--- src/common/ssr_pkg.sv ---
// Package for the synchronous serial receiver: offsets, fields, types
// Notes on behaviour
// - Master and slave receive alike except in low power; single enable ignored in slave mode.
// - Slave with continuous enable set still receives a word in low power.
// - Completed word moves from shift register into receive buffer.
// - Receive interrupt, when enabled, wakes the chip from low power.
// - Nine-bit mode captures the ninth bit into the status register.
// - Completion sets receive flag; interrupt only when enable is set.
// - Clearing continuous enable clears the error state.
// - Master reception starts when single or continuous enable set.
// - Master samples the data pin on the serial clock falling edge.
// - In master mode, single enable alone receives exactly one word then stops.
// - Continuous enable keeps receiving until software clears it.
// - Both enables set: continuous wins, single is ignored.
// - Receive buffer presents the lower eight bits of each word.
package ssr_pkg;
   localparam logic [3:0] ADDR_RX_CTRL   = 4'h0;
   localparam logic [3:0] ADDR_RX_BUF    = 4'h1;
   localparam logic [3:0] ADDR_TX_CTRL   = 4'h2;
   localparam logic [3:0] ADDR_BAUD_CTRL = 4'h3;
   localparam logic [3:0] ADDR_DIV_HIGH  = 4'h4;
   localparam logic [3:0] ADDR_DIV_LOW   = 4'h5;
   localparam logic [3:0] ADDR_IRQ       = 4'h6;
   localparam int BIT_PORT_EN   = 7;
   localparam int BIT_NINE_EN   = 6;
   localparam int BIT_SINGLE_EN = 5;
   localparam int BIT_CONT_EN   = 4;
   localparam int BIT_OVERRUN   = 1;
   localparam int BIT_NINTH     = 0;
   localparam int BIT_CLK_SRC   = 7;
   localparam int BIT_SYNC  = 4;
   localparam int BIT_IRQ_EN   = 0;
   localparam int BIT_IRQ_FLAG = 1;
   localparam logic [7:0] RESET_BYTE = 8'h00;
   localparam logic [15:0] RESET_DIV = 16'h0000;
   localparam logic [3:0] WORD_BITS_8 = 4'h8;
   localparam logic [3:0] WORD_BITS_9 = 4'h9;

   typedef struct packed {
      logic       serial_port_enable;
      logic       nine_bit_receive_enable;
      logic       single_receive_enable;
      logic       continuous_receive_enable;
      logic       clock_source_select;
      logic       sync_select;
      logic       low_power;
   } ssr_cfg_t;

   typedef struct packed {
      logic       valid;
      logic       ninth;
      logic [7:0] data;
   } ssr_word_t;

   typedef enum logic [2:0] {
      ST_IDLE = 3'b001,
      ST_SHIFT = 3'b010,
      ST_DONE = 3'b100
   } ssr_state_t;
endpackage

--- src/design/ssr_receiver.sv ---
// Synchronous serial receiver with classic Wishbone register slave
//
// The placing of the registers and the Wishbone interface to the registers were decided locally.
`timescale 1ns/1ns
module ssr_receiver
   import ssr_pkg::*;
(
   input  wire logic       clk,
   input  wire logic       nrst,
   input  wire logic       wb_cyc_i,
   input  wire logic       wb_stb_i,
   input  wire logic       wb_we_i,
   input  wire logic [5:0] wb_adr_i,
   input  wire logic [3:0] wb_sel_i,
   input  wire logic [31:0] wb_dat_i,
   output logic [31:0]     wb_dat_o,
   output logic            wb_ack_o,
   input  wire logic       rx_data_pin,
   input  wire logic       sclk_in,
   output logic            sclk_out,
   output logic            sclk_oe,
   input  wire logic       low_power,
   output logic            irq,
   output logic            wake
);
   import ssr_pkg::*;

   logic [7:0]  receive_ctrl_status_a;
   logic [7:0]  transmit_ctrl_status_a;
   logic [7:0]  baud_control_a;
   logic [7:0]  baud_divisor_high_a;
   logic [7:0]  baud_divisor_low_a;
   logic [7:0]  receive_buffer_a;
   logic        receive_irq_enable_a;
   logic        receive_irq_flag_a;
   logic        ninth_received_bit;
   logic        overrun_error_flag;
   logic        pending;
   ssr_word_t   pend_word;
   ssr_cfg_t    cfg;
   ssr_state_t  state;
   logic [8:0]  receive_shift_register;
   logic [3:0]  bit_count;
   logic        data_s;
   logic        ext_fall;
   logic        gen_fall;
   logic        gen_sclk;
   logic        shift_fall;
   logic        master;
   logic        rx_enable;
   logic        run_clk;
   logic        word_done;
   logic [3:0]  word_bits;
   logic        access;
   logic        wr;
   logic        rd_buf;
   logic        cont_clear;
   logic [7:0]  new_byte;
   logic        new_ninth;
   logic [7:0]  rd_byte;
   logic [7:0]  status_rd;

   assign cfg.serial_port_enable = receive_ctrl_status_a[BIT_PORT_EN];
   assign cfg.nine_bit_receive_enable = receive_ctrl_status_a[BIT_NINE_EN];
   assign cfg.single_receive_enable = receive_ctrl_status_a[BIT_SINGLE_EN];
   assign cfg.continuous_receive_enable = receive_ctrl_status_a[BIT_CONT_EN];
   assign cfg.clock_source_select = transmit_ctrl_status_a[BIT_CLK_SRC];
   assign cfg.sync_select = transmit_ctrl_status_a[BIT_SYNC];
   assign cfg.low_power = low_power;

   ssr_sync u_data (
      .clk  (clk),
      .nrst (nrst),
      .din  (rx_data_pin),
      .dout (data_s),
      .fall ()
   );

   ssr_sync u_clk (
      .clk  (clk),
      .nrst (nrst),
      .din  (sclk_in),
      .dout (),
      .fall (ext_fall)
   );

   ssr_clkgen u_gen (
      .clk     (clk),
      .nrst    (nrst),
      .run     (run_clk),
      .divisor ({baud_divisor_high_a, baud_divisor_low_a}),
      .sclk    (gen_sclk),
      .fall    (gen_fall)
   );

   // Mode and enable decode
   assign master = cfg.clock_source_select;
   // Single enable only counts in master mode; continuous wins
   assign rx_enable = cfg.serial_port_enable & cfg.sync_select
      & (cfg.continuous_receive_enable
         | (master & cfg.single_receive_enable));
   // Master drives no clock in low power; slave keeps shifting
   assign run_clk = rx_enable & master & ~cfg.low_power;
   assign shift_fall = master ? gen_fall : ext_fall;
   assign sclk_out = gen_sclk;
   assign sclk_oe = cfg.serial_port_enable & cfg.sync_select & master;
   assign word_bits = cfg.nine_bit_receive_enable ? WORD_BITS_9
                                                  : WORD_BITS_8;
   assign word_done = (state == ST_SHIFT) & shift_fall
      & (bit_count == word_bits - 4'h1);

   // Receive state machine
   always_ff @(posedge clk or negedge nrst) begin
      if (!nrst) begin
         state <= ST_IDLE;
         bit_count <= 4'h0;
         receive_shift_register <= 9'h000;
      end else begin
         case (state)
            ST_IDLE: begin
               bit_count <= 4'h0;
               if (rx_enable) begin
                  state <= ST_SHIFT;
               end
            end
            ST_SHIFT: begin
               if (!rx_enable) begin
                  state <= ST_IDLE;
               end else if (shift_fall) begin
                  // LSB first
                  receive_shift_register <=
                     {data_s, receive_shift_register[8:1]};
                  bit_count <= bit_count + 4'h1;
                  if (word_done) begin
                     state <= ST_DONE;
                  end
               end
            end
            ST_DONE: begin
               bit_count <= 4'h0;
               // Continuous runs on, single stops
               if (cfg.continuous_receive_enable) begin
                  state <= ST_SHIFT;
               end else begin
                  state <= ST_IDLE;
               end
            end
            default: state <= ST_IDLE;
         endcase
      end
   end

   // Single enable self-clears after one word, error cleared when continuous enable is written off
   assign access = wb_cyc_i & wb_stb_i & ~wb_ack_o;
   assign wr = access & wb_we_i & wb_sel_i[0];
   assign rd_buf = access & ~wb_we_i & (wb_adr_i[5:2] == ADDR_RX_BUF);
   assign cont_clear = wr & (wb_adr_i[5:2] == ADDR_RX_CTRL)
      & ~wb_dat_i[BIT_CONT_EN] & receive_ctrl_status_a[BIT_CONT_EN];
   // Completed word as it leaves the shift register
   assign new_byte = cfg.nine_bit_receive_enable
      ? receive_shift_register[8:1]
      : {data_s, receive_shift_register[8:2]};
   assign new_ninth = data_s & cfg.nine_bit_receive_enable;

   always_ff @(posedge clk or negedge nrst) begin
      if (!nrst) begin
         receive_ctrl_status_a <= RESET_BYTE;
      end else if (wr && wb_adr_i[5:2] == ADDR_RX_CTRL) begin
         receive_ctrl_status_a <= wb_dat_i[7:0];
      end else if (state == ST_DONE
                   && !cfg.continuous_receive_enable) begin
         receive_ctrl_status_a[BIT_SINGLE_EN] <= 1'b0;
      end
   end

   always_ff @(posedge clk or negedge nrst) begin
      if (!nrst) begin
         transmit_ctrl_status_a <= RESET_BYTE;
         baud_control_a <= RESET_BYTE;
         baud_divisor_high_a <= RESET_DIV[15:8];
         baud_divisor_low_a <= RESET_DIV[7:0];
         receive_irq_enable_a <= 1'b0;
      end else if (wr) begin
         if (wb_adr_i[5:2] == ADDR_TX_CTRL) begin
            transmit_ctrl_status_a <= wb_dat_i[7:0];
         end else if (wb_adr_i[5:2] == ADDR_BAUD_CTRL) begin
            baud_control_a <= wb_dat_i[7:0];
         end else if (wb_adr_i[5:2] == ADDR_DIV_HIGH) begin
            baud_divisor_high_a <= wb_dat_i[7:0];
         end else if (wb_adr_i[5:2] == ADDR_DIV_LOW) begin
            baud_divisor_low_a <= wb_dat_i[7:0];
         end else if (wb_adr_i[5:2] == ADDR_IRQ) begin
            receive_irq_enable_a <= wb_dat_i[BIT_IRQ_EN];
         end
      end
   end

   // Receive buffer with one pending word behind it
   always_ff @(posedge clk or negedge nrst) begin
      if (!nrst) begin
         receive_buffer_a <= RESET_BYTE;
         ninth_received_bit <= 1'b0;
         receive_irq_flag_a <= 1'b0;
         pending <= 1'b0;
         pend_word <= '0;
         overrun_error_flag <= 1'b0;
      end else begin
         if (cont_clear) begin
            overrun_error_flag <= 1'b0;
         end
         if (word_done
             && (!receive_irq_flag_a || (rd_buf && !pending))) begin
            // Set wins over the read clear
            receive_buffer_a <= new_byte;
            ninth_received_bit <= new_ninth;
            receive_irq_flag_a <= 1'b1;
         end else if (word_done && rd_buf) begin
            // Waiting word moves up, new word waits behind it
            receive_buffer_a <= pend_word.data;
            ninth_received_bit <= pend_word.ninth;
            pend_word.ninth <= new_ninth;
            pend_word.data <= new_byte;
         end else if (word_done && !pending) begin
            pending <= 1'b1;
            pend_word.valid <= 1'b1;
            pend_word.ninth <= new_ninth;
            pend_word.data <= new_byte;
         end else if (word_done) begin
            overrun_error_flag <= 1'b1;
         end else if (rd_buf && pending) begin
            receive_buffer_a <= pend_word.data;
            ninth_received_bit <= pend_word.ninth;
            pending <= 1'b0;
            pend_word.valid <= 1'b0;
         end else if (rd_buf) begin
            receive_irq_flag_a <= 1'b0;
         end
      end
   end

   assign irq = receive_irq_flag_a & receive_irq_enable_a;
   assign wake = irq & cfg.low_power;

   assign status_rd = {receive_ctrl_status_a[7:4], 2'b00,
                       overrun_error_flag, ninth_received_bit};

   always_comb begin
      if (wb_adr_i[5:2] == ADDR_RX_CTRL) begin
         rd_byte = status_rd;
      end else if (wb_adr_i[5:2] == ADDR_RX_BUF) begin
         rd_byte = receive_buffer_a;
      end else if (wb_adr_i[5:2] == ADDR_TX_CTRL) begin
         rd_byte = transmit_ctrl_status_a;
      end else if (wb_adr_i[5:2] == ADDR_BAUD_CTRL) begin
         rd_byte = baud_control_a;
      end else if (wb_adr_i[5:2] == ADDR_DIV_HIGH) begin
         rd_byte = baud_divisor_high_a;
      end else if (wb_adr_i[5:2] == ADDR_DIV_LOW) begin
         rd_byte = baud_divisor_low_a;
      end else if (wb_adr_i[5:2] == ADDR_IRQ) begin
         rd_byte = {6'h00, receive_irq_flag_a, receive_irq_enable_a};
      end else begin
         rd_byte = 8'h00;
      end
   end

   // Bus answer one cycle after request
   always_ff @(posedge clk or negedge nrst) begin
      if (!nrst) begin
         wb_ack_o <= 1'b0;
         wb_dat_o <= 32'h00000000;
      end else begin
         wb_ack_o <= access;
         wb_dat_o <= {24'h000000, rd_byte};
      end
   end
endmodule // ssr_receiver

--- src/design/ssr_sync.sv ---
// Two-stage synchroniser with falling edge detect
`timescale 1ns/1ns
module ssr_sync (
   input  wire logic clk,
   input  wire logic nrst,
   input  wire logic din,
   output logic      dout,
   output logic      fall
);
   logic s1;
   logic s2;
   logic s3;
   always_ff @(posedge clk or negedge nrst) begin
      if (!nrst) begin
         s1 <= 1'b1;
         s2 <= 1'b1;
         s3 <= 1'b1;
      end else begin
         s1 <= din;
         s2 <= s1;
         s3 <= s2;
      end
   end
   assign dout = s2;
   assign fall = s3 & ~s2;
endmodule // ssr_sync

--- src/design/ssr_clkgen.sv ---
// Serial clock divider for master reception
`timescale 1ns/1ns
module ssr_clkgen (
   input  wire logic        clk,
   input  wire logic        nrst,
   input  wire logic        run,
   input  wire logic [15:0] divisor,
   output logic             sclk,
   output logic             fall
);
   logic [15:0] count;
   always_ff @(posedge clk or negedge nrst) begin
      if (!nrst) begin
         count <= 16'h0000;
         sclk  <= 1'b1;
      end else if (!run) begin
         count <= 16'h0000;
         sclk  <= 1'b1;
      end else if (count >= divisor) begin
         count <= 16'h0000;
         sclk  <= ~sclk;
      end else begin
         count <= count + 16'h0001;
      end
   end
   assign fall = run & sclk & (count >= divisor);
endmodule // ssr_clkgen

--- config.mk ---
export PLATFORM = sky130hd
export DESIGN_NAME = ssr_receiver
export DESIGN_NICKNAME = d
export VERILOG_FILES = /design/src/common/ssr_pkg.sv /design/src/design/ssr_receiver.sv /design/src/design/ssr_sync.sv /design/src/design/ssr_clkgen.sv
export SDC_FILE = /design/constraint.sdc
export NUM_CORES = 1
export LEC_CHECK = 0
export BUFFER_PORTS_ARGS = -buffer_cell sky130_fd_sc_hd__buf_2
export CAP_MARGIN = 40
export CORE_ASPECT_RATIO = 2
export CORE_MARGIN = 2
export CORE_UTILIZATION = 57
export CTS_CLUSTER_SIZE = 24
export DETAILED_ROUTE_END_ITERATION = 10
export PLACE_DENSITY = 0.8
export SKIP_LAST_GASP = 1
export SYNTH_ARGS = -nofsm -noshare
export SYNTH_HDL_FRONTEND = slang
export SYNTH_SLANG_ARGS = --single-unit
--- constraint.sdc ---
create_clock -name clk -period 3.1 [get_ports clk]
set_clock_uncertainty 0.1 [all_clocks]
set_input_delay 0.31 -clock clk [delete_from_list [all_inputs] [get_ports clk]]
set_output_delay 0.31 -clock clk [all_outputs]
set_load 0.03 [all_outputs]
# --- After elaboration in Yosys (flattened, before gate mapping) ---
# Cells that the tools add are included.
word_totals:
  register_bits: 109
  wordCells: 171
  out_inout_bits: 37
classes:
  bitwise_logic: 36
  mux: 51
  n_addsub: 3
  magnitude_cmp: 1
  n_eq_ne: 23
  n_reduce_logical: 31
ops:
  columns: ["cell", "n"]
  rows:
  - ["$mux 8", 12]
  - ["$mux 16", 2]
  - ["$mux 1", 25]
  - ["$and 1x1->1", 23]
  - ["$mux 9", 2]
  - ["$add 16x1->16 const B", 1]
  - ["$ge 16x16->1", 1]
  - ["$reduce_and 3->1", 5]
  - ["$ne 2x2->1 const B", 7]
  - ["$eq 4x3->1 const B", 3]
  - ["$mux 3", 4]
  - ["$not 1->1", 12]
  - ["$reduce_and 5->1", 2]
  - ["$reduce_bool 2->1", 5]
  - ["$ne 3x3->1 const B", 3]
  - ["$pmux 3 s3", 1]
  - ["$eq 4x2->1 const B", 2]
  - ["$mux 4", 2]
  - ["$pmux 4 s2", 1]
  - ["$reduce_and 4->1", 2]
  - ["$logic_and 1x1->1", 7]
  - ["$reduce_and 6->1", 1]
  - ["$add 4x1->4 const B", 1]
  - ["$eq 4x1->1 const B", 1]
  - ["15 further kinds", 20]

# --- Depth between registers and ports, before layout ---
depth:
  word_depth: 14
  depth_mapped: 10
  mapped_depth_nobuf: 9

# --- By module ---
# A second synthesis with hierarchy kept.
unflattened:
  hier_cells: 475
  hier_area_um2: 5436.5
modules_own_cells:
  columns: ["mod", "instances", "area_each_um2", "cells_each"]
  rows:
  - ["ssr_receiver", 1, 4083.9, 337]
  - ["ssr_clkgen", 1, 1167.4, 130]
  - ["ssr_sync", 2, 92.6, 4]

# --- Worst setup path after synthesis ---
# OpenSTA, ideal clock, no wires.
synth_timing:
  kind: "reg-to-reg"
  startpoint: "reg u_gen.count[13]"
  endpoint: "reg ninth_received_bit"
  synth_period_minus_slack_ps: 2803
  arrival_time_ps: 2578
  path_buffers: 1
  required_ps: 2875
  setup_time_ps: 125
  slack_ps: 297
  path_stages_with_launch: 10
  cell_sequence: "dfrtp_1 -> ha_1 -> nand4_1 -> nor3_2 -> or4b_4 -> a31oi_4 -> o21ai_4 -> o211a_1 -> buf_6 -> mux2_4"
synth_via:
  elab_chain_len: 8
synth_lines:
  columns: ["element", "line_no", "source"]
  rows:
  - ["start: declaration", "ssr_clkgen.sv:11", "logic [15:0] count;"]
  - ["start signal: assignment", "ssr_clkgen.sv:23", "count <= count + 16'h0001;"]
  - ["$ge 16x16->1 (*)", "ssr_clkgen.sv:26", "assign fall = run & sclk & (count >= divisor);"]
  - ["$and 1x1->1 (*)", "ssr_clkgen.sv:26", null]
  - ["$mux 1 (*)", "ssr_receiver.sv:104", "assign shift_fall = master ? gen_fall : ext_fall;"]
  - ["$and 1x1->1 (*)", "ssr_receiver.sv:109", "assign word_done = (state == ST_SHIFT) & shift_fall"]
  - ["$and 1x1->1 (*)", "ssr_receiver.sv:110", "& (bit_count == word_bits - 4'h1);"]
  - ["$logic_and 1x1->1, on equally long branches", "ssr_receiver.sv:212, ssr_receiver.sv:217, ssr_receiver.sv:223", null]
  - ["$ne 3x3->1 (no line), or another cell as far along", null, null]
  - ["$reduce_and 3->1 (no line) / $mux 1 (equally long branches)", null, null]
  - ["end signal: assignment", "ssr_receiver.sv:215", "ninth_received_bit <= new_ninth;"]
  - ["end signal: assignment", "ssr_receiver.sv:220", "ninth_received_bit <= pend_word.ninth;"]
  - ["end signal: assignment", "ssr_receiver.sv:232", "ninth_received_bit <= pend_word.ninth;"]
  - ["end: declaration", "ssr_receiver.sv:36", "logic ninth_received_bit;"]
# Every way passes the cells marked *; elsewhere a longest branch is shown, timed or not.
# A chain may end at the register's enable or synchronous reset.

# --- Worst setup path in the final report ---
layout_timing:
  startpoint: "reg baud_divisor_high_a[7]"
  endpoint: "reg receive_buffer_a[7]"
layout_via:
  elab_chain_len: 8
layout_lines:
  columns: ["element", "line_no", "source"]
  rows:
  - ["start: declaration", "ssr_receiver.sv:31", "logic [7:0] baud_divisor_high_a;"]
  - ["start signal: assignment", "ssr_receiver.sv:180", "baud_divisor_high_a <= RESET_DIV[15:8];"]
  - ["start signal: assignment", "ssr_receiver.sv:189", "baud_divisor_high_a <= wb_dat_i[7:0];"]
  - ["$ge 16x16->1 (*)", "ssr_clkgen.sv:26", null]
  - ["$and 1x1->1 (*)", "ssr_clkgen.sv:26", null]
  - ["$mux 1 (*)", "ssr_receiver.sv:104", null]
  - ["$and 1x1->1 (*)", "ssr_receiver.sv:109", null]
  - ["$and 1x1->1 (*)", "ssr_receiver.sv:110", null]
  - ["$logic_and 1x1->1, on equally long branches", "ssr_receiver.sv:212, ssr_receiver.sv:217, ssr_receiver.sv:223", null]
  - ["$ne 3x3->1 (no line), or another cell as far along", null, null]
  - ["$reduce_and 3->1 (no line) / $mux 8 (equally long branches)", null, null]
  - ["end signal: assignment", "ssr_receiver.sv:214", "receive_buffer_a <= new_byte;"]
  - ["end signal: assignment", "ssr_receiver.sv:219", "receive_buffer_a <= pend_word.data;"]
  - ["end signal: assignment", "ssr_receiver.sv:231", "receive_buffer_a <= pend_word.data;"]
  - ["end: declaration", "ssr_receiver.sv:33", "logic [7:0] receive_buffer_a;"]
# Marked as above.

==> summary.txt <==
Run status
  – Status: finished, final reports clean

Clock network
  – H-tree depth: 3
  – TritonCTS clock tree: yes
  – Longest Clk Path Bufs: 2
  – CTS Buf Count: 9
  – Clock Sinks: 104
  – Later-pin clock latency in the skew report: between 300 and 400 ps
  – Worst-path clk slew: 70 ps
  – Root buffer cell: clkbuf_16

Synthesis
  – Top post-synthesis cells by count: dfrtp_1 (97), nand2_1 (76), mux2_2 (46)
  – Synth area leaders: dfrtp_1 (45%), mux2_2 (9.6%), nand2_1 (5.3%)
  – Post-synth top area share: 45.2%
  – Syn Area/Cell: 10.4 sq um
  – Asr flop ratio synth: 100%
  – Synthesis-stage register bit count: 104
  – Cells after Synth: between 500 and 600
  – Post-synth EDFFs: 0
  – Most numerous cell in the Yosys netlist: dfrtp_1
  – Yosys warns: 0
  – Sequential share of the synthesized area: 48.6%
  – Count of cell types in the netlist: 56
  – Synthesized cell area: 5370 sq um
  – Yosys top cell by area: dfrtp_1
  – Primary FF master, synth: dfrtp_1

Worst setup path
  – Startpoint Class: register
  – Crit. path cell count: 10
  – Slowest stage cell, crit path: or4b_4
  – Worst EP required: 3240 ps
  – R2r endpoint: receive_buffer_a[7]
  – CP max FO: 9
  – Critical path type: reg -> reg
  – CP peak stage delay: 520 ps
  – Cells along the critical path: inv_1 -> ha_1 -> nand4_1 -> nor3_2 -> or4b_4 -> a31oi_4 -> o211ai_4 -> buf_12 -> mux2_2 -> mux2_4
  – Worst setup endpoint: receive_buffer_a[7]
  – Worst R2R Start: baud_divisor_high_a[7]
  – CP bufs+invs: 2
  – Reg-to-reg slack, setup: between 90 and 100 ps
  – Reg2Reg Depth: 10
  – Worst EP arrival: 3140 ps
  – Top delay family on crit path: simple AND/OR/NAND/NOR gates
  – Element type at the critical path end: register
  – CP startpoint: baud_divisor_high_a[7]

Final layout
  – Fin cells: 674
  – Area growth syn-to-layout: 12.0%
  – Layout cell share with drive strength beyond 1: 25.1%
  – Nets@finish: 633
  – Ant. Diodes: 0
  – Fill cells: 719

Pwr
  – Comb power frac: 10.0%
  – Switching pwr: 0.732 mW
  – Peak VDD IR: 0.000312 V
  – Power Density: 462 nW/um^2
  – Pleak: slightly below 3 nW
  – Sequential share of power: 52.1%
  – Clock share of power: 37.8%
  – Sw Ratio: 26.3%
  – Power Internal: between 2 and 2.5 mW

Floorplanning
  – Core Area: 9260 sq um
  – Num ports: a little under 90
  – Die area: about 10,000 sq um
  – Die Y: 141 um
  – Die W: between 70 and 80 um
  – Row cnt: 50
  – Initial Util: 58.0%

Global routing
  – First-pass GRT wire length: 18,900 um
  – Number of global-route vias before repair: 3,978
  – Gr usage total: 24.2%
  – GRT overflow: 0
  – Initial antenna violation count: 0
  – Pin count of the biggest net entering global routing: 61

Detailed routing
  – DR WL/cell: between 15 and 20 um
  – Vias per inst: 5.76
  – Routed wire length: 11,800 um
  – Post-route DRC: 0
  – Initial drt markers: 194
  – Post-route ant nets: 0
  – Initial DRT Pass Iterations: 5
  – Vias after detailed routing: 3,883

Place
  – Cells after DPL: ~650
  – Place WS: 76.8 ps
  – Number of port buffers: 33
  – Post-DP HPWL: 8770 um
  – Placer Congestion: 0.828

Timing
  – Tcrit/Tclk final: 97.0%
  – Setup_tns: 0 ps
  – Peak Freq: between 0.3 and 0.4 GHz
  – Setup violations, final: 0
  – Final hold violation count: 0
  – Pins Over Slew Limit: 0
  – Rel. slew slack: 47.5%
  – Minimum clock period after layout: 3010 ps
  – Final worst setup slack: 94.0 ps
  – RSZ-0062 raised after global routing: false
  – Slew at the pin closest to its max-slew limit: 788 ps

Min path
  – Hold crit path type: in -> reg

Run
  – Max Cap Viol: 0
==> state kept, by name (all words and copies together) (netlist names), 3 cells and up <==
signal,flops
state,3
baud_divisor_high_a,8
transmit_ctrl_status_a,8
u_gen.count,16
wb_dat_o,8
baud_divisor_low_a,8
baud_control_a,8
pend_word,9
receive_ctrl_status_a,4
receive_shift_register,8
bit_count,4
receive_buffer_a,8
==> layout by cell type (no fill, tap or decap), types with 7 or more instances in the layout <==
master / count
nand2_1: 76
dfrtp_1: 97
mux2_2: 46
nor2_1: 36
nand3_1: 12
dfstp_2: 7
conb_1: 24
clkbuf_16: 9
ha_1: 18
xnor2_1: 8
a21oi_1: 17
and3_1: 8
buf_4: 17
buf_2: 32
xor2_1: 9
inv_1: 25
mux2_4: 9
o21ai_0: 36
==> power by group through the flow <==
stage	clock network (mW)	registers, mW	logic (mW)
2_1_floorplan	0	1.48	0.188
3_3_place_gp	0	1.47	0.266
3_5_place_dp	0	1.47	0.275
4_1_cts	1.07	1.45	0.281
5_1_grt	1.12	1.45	0.311
6_report	1.05	1.45	0.279
==> layout make-up <==
cell class,count,area [sq um],area share (%)
Multi-Input combinational cell,369,2500,41.7
Tap cell,104,130,2.16
Clock buffer,10,229,3.81
Inverter,25,93.8,1.56
Timing Repair Buffer,56,398,6.62
Sequential cell,104,2610,43.4
Clock inverter,6,46.3,0.770
==> worst min-delay path: stages <==
cell and delay [ps]:
buf_2 90, nor3b_1 70, nand2_1 60
==> cell families after synthesis <==
| kind of cell | after synthesis | share of synthesized area (%) |
|---|---|---|
| AND/OR/NAND/NOR | 168 | 14.8 |
| flip-flops | 104 | 48.6 |
| AO/OA/AOI/OAI | 84 | 10.4 |
| buffers and inverters | 64 | 6.32 |
| multiplexers | 58 | 12.7 |
| adder cells (fa/ha/maj) | 18 | 4.19 |
| XOR/XNOR | 17 | 2.77 |
| other | 1 | 0.0698 |
==> timing repair <==
item / CTS / global route
setup buffers: 0 / 4
endpoints found under the hold margin: 56 / 0
hold buffers: 3 / 0
setup endpoints to repair: 0 / 9
gates resized for setup: 0 / 0
==> per-stage QoR <==
| stage | instance area [sq um] | hold WS, ps | util (%) | total power [mW] |
|---|---|---|---|---|
| 6_report | 6010 | 116 | 64.9 | 2.78 |
| 5_1_grt | 6010 | 133 | 64.9 | 2.89 |
| 4_1_cts | 5970 | 111 | 64.5 | 2.80 |
| 3_5_place_dp | 5670 | 247 | 61.2 | 1.75 |
| 3_3_place_gp | 5670 | 246 | 61.2 | 1.74 |
| 2_1_floorplan | 5460 | -85.6 | - | 1.66 |
==> worst min-delay path by stage <==
| stage | from | to | slack, ps | cells after the start |
|---|---|---|---|---|
| 3_3_place_gp | u_data.s1 | u_data.dout | 250 | 0 |
| 3_5_place_dp | u_data.s1 | u_data.dout | 250 | 0 |
| 6_report | low_power | u_gen.sclk | 120 | 3 |
| 5_1_grt | low_power | u_gen.sclk | 130 | 3 |
| 4_1_cts | low_power | u_gen.sclk | 110 | 3 |
| 2_1_floorplan | nrst | baud_control_a[0] | -90 | 0 |
==> layer usage <==
metal  track usage (%)  wire length [um]  vias up
li1                  -                 -     1831
met1              25.4              4150     1918
met2              42.2              6530       97
met3              4.97               434       37
met4              16.0               648        0
met5                 0                 0        -
Power figures use the tool's default switching activity.
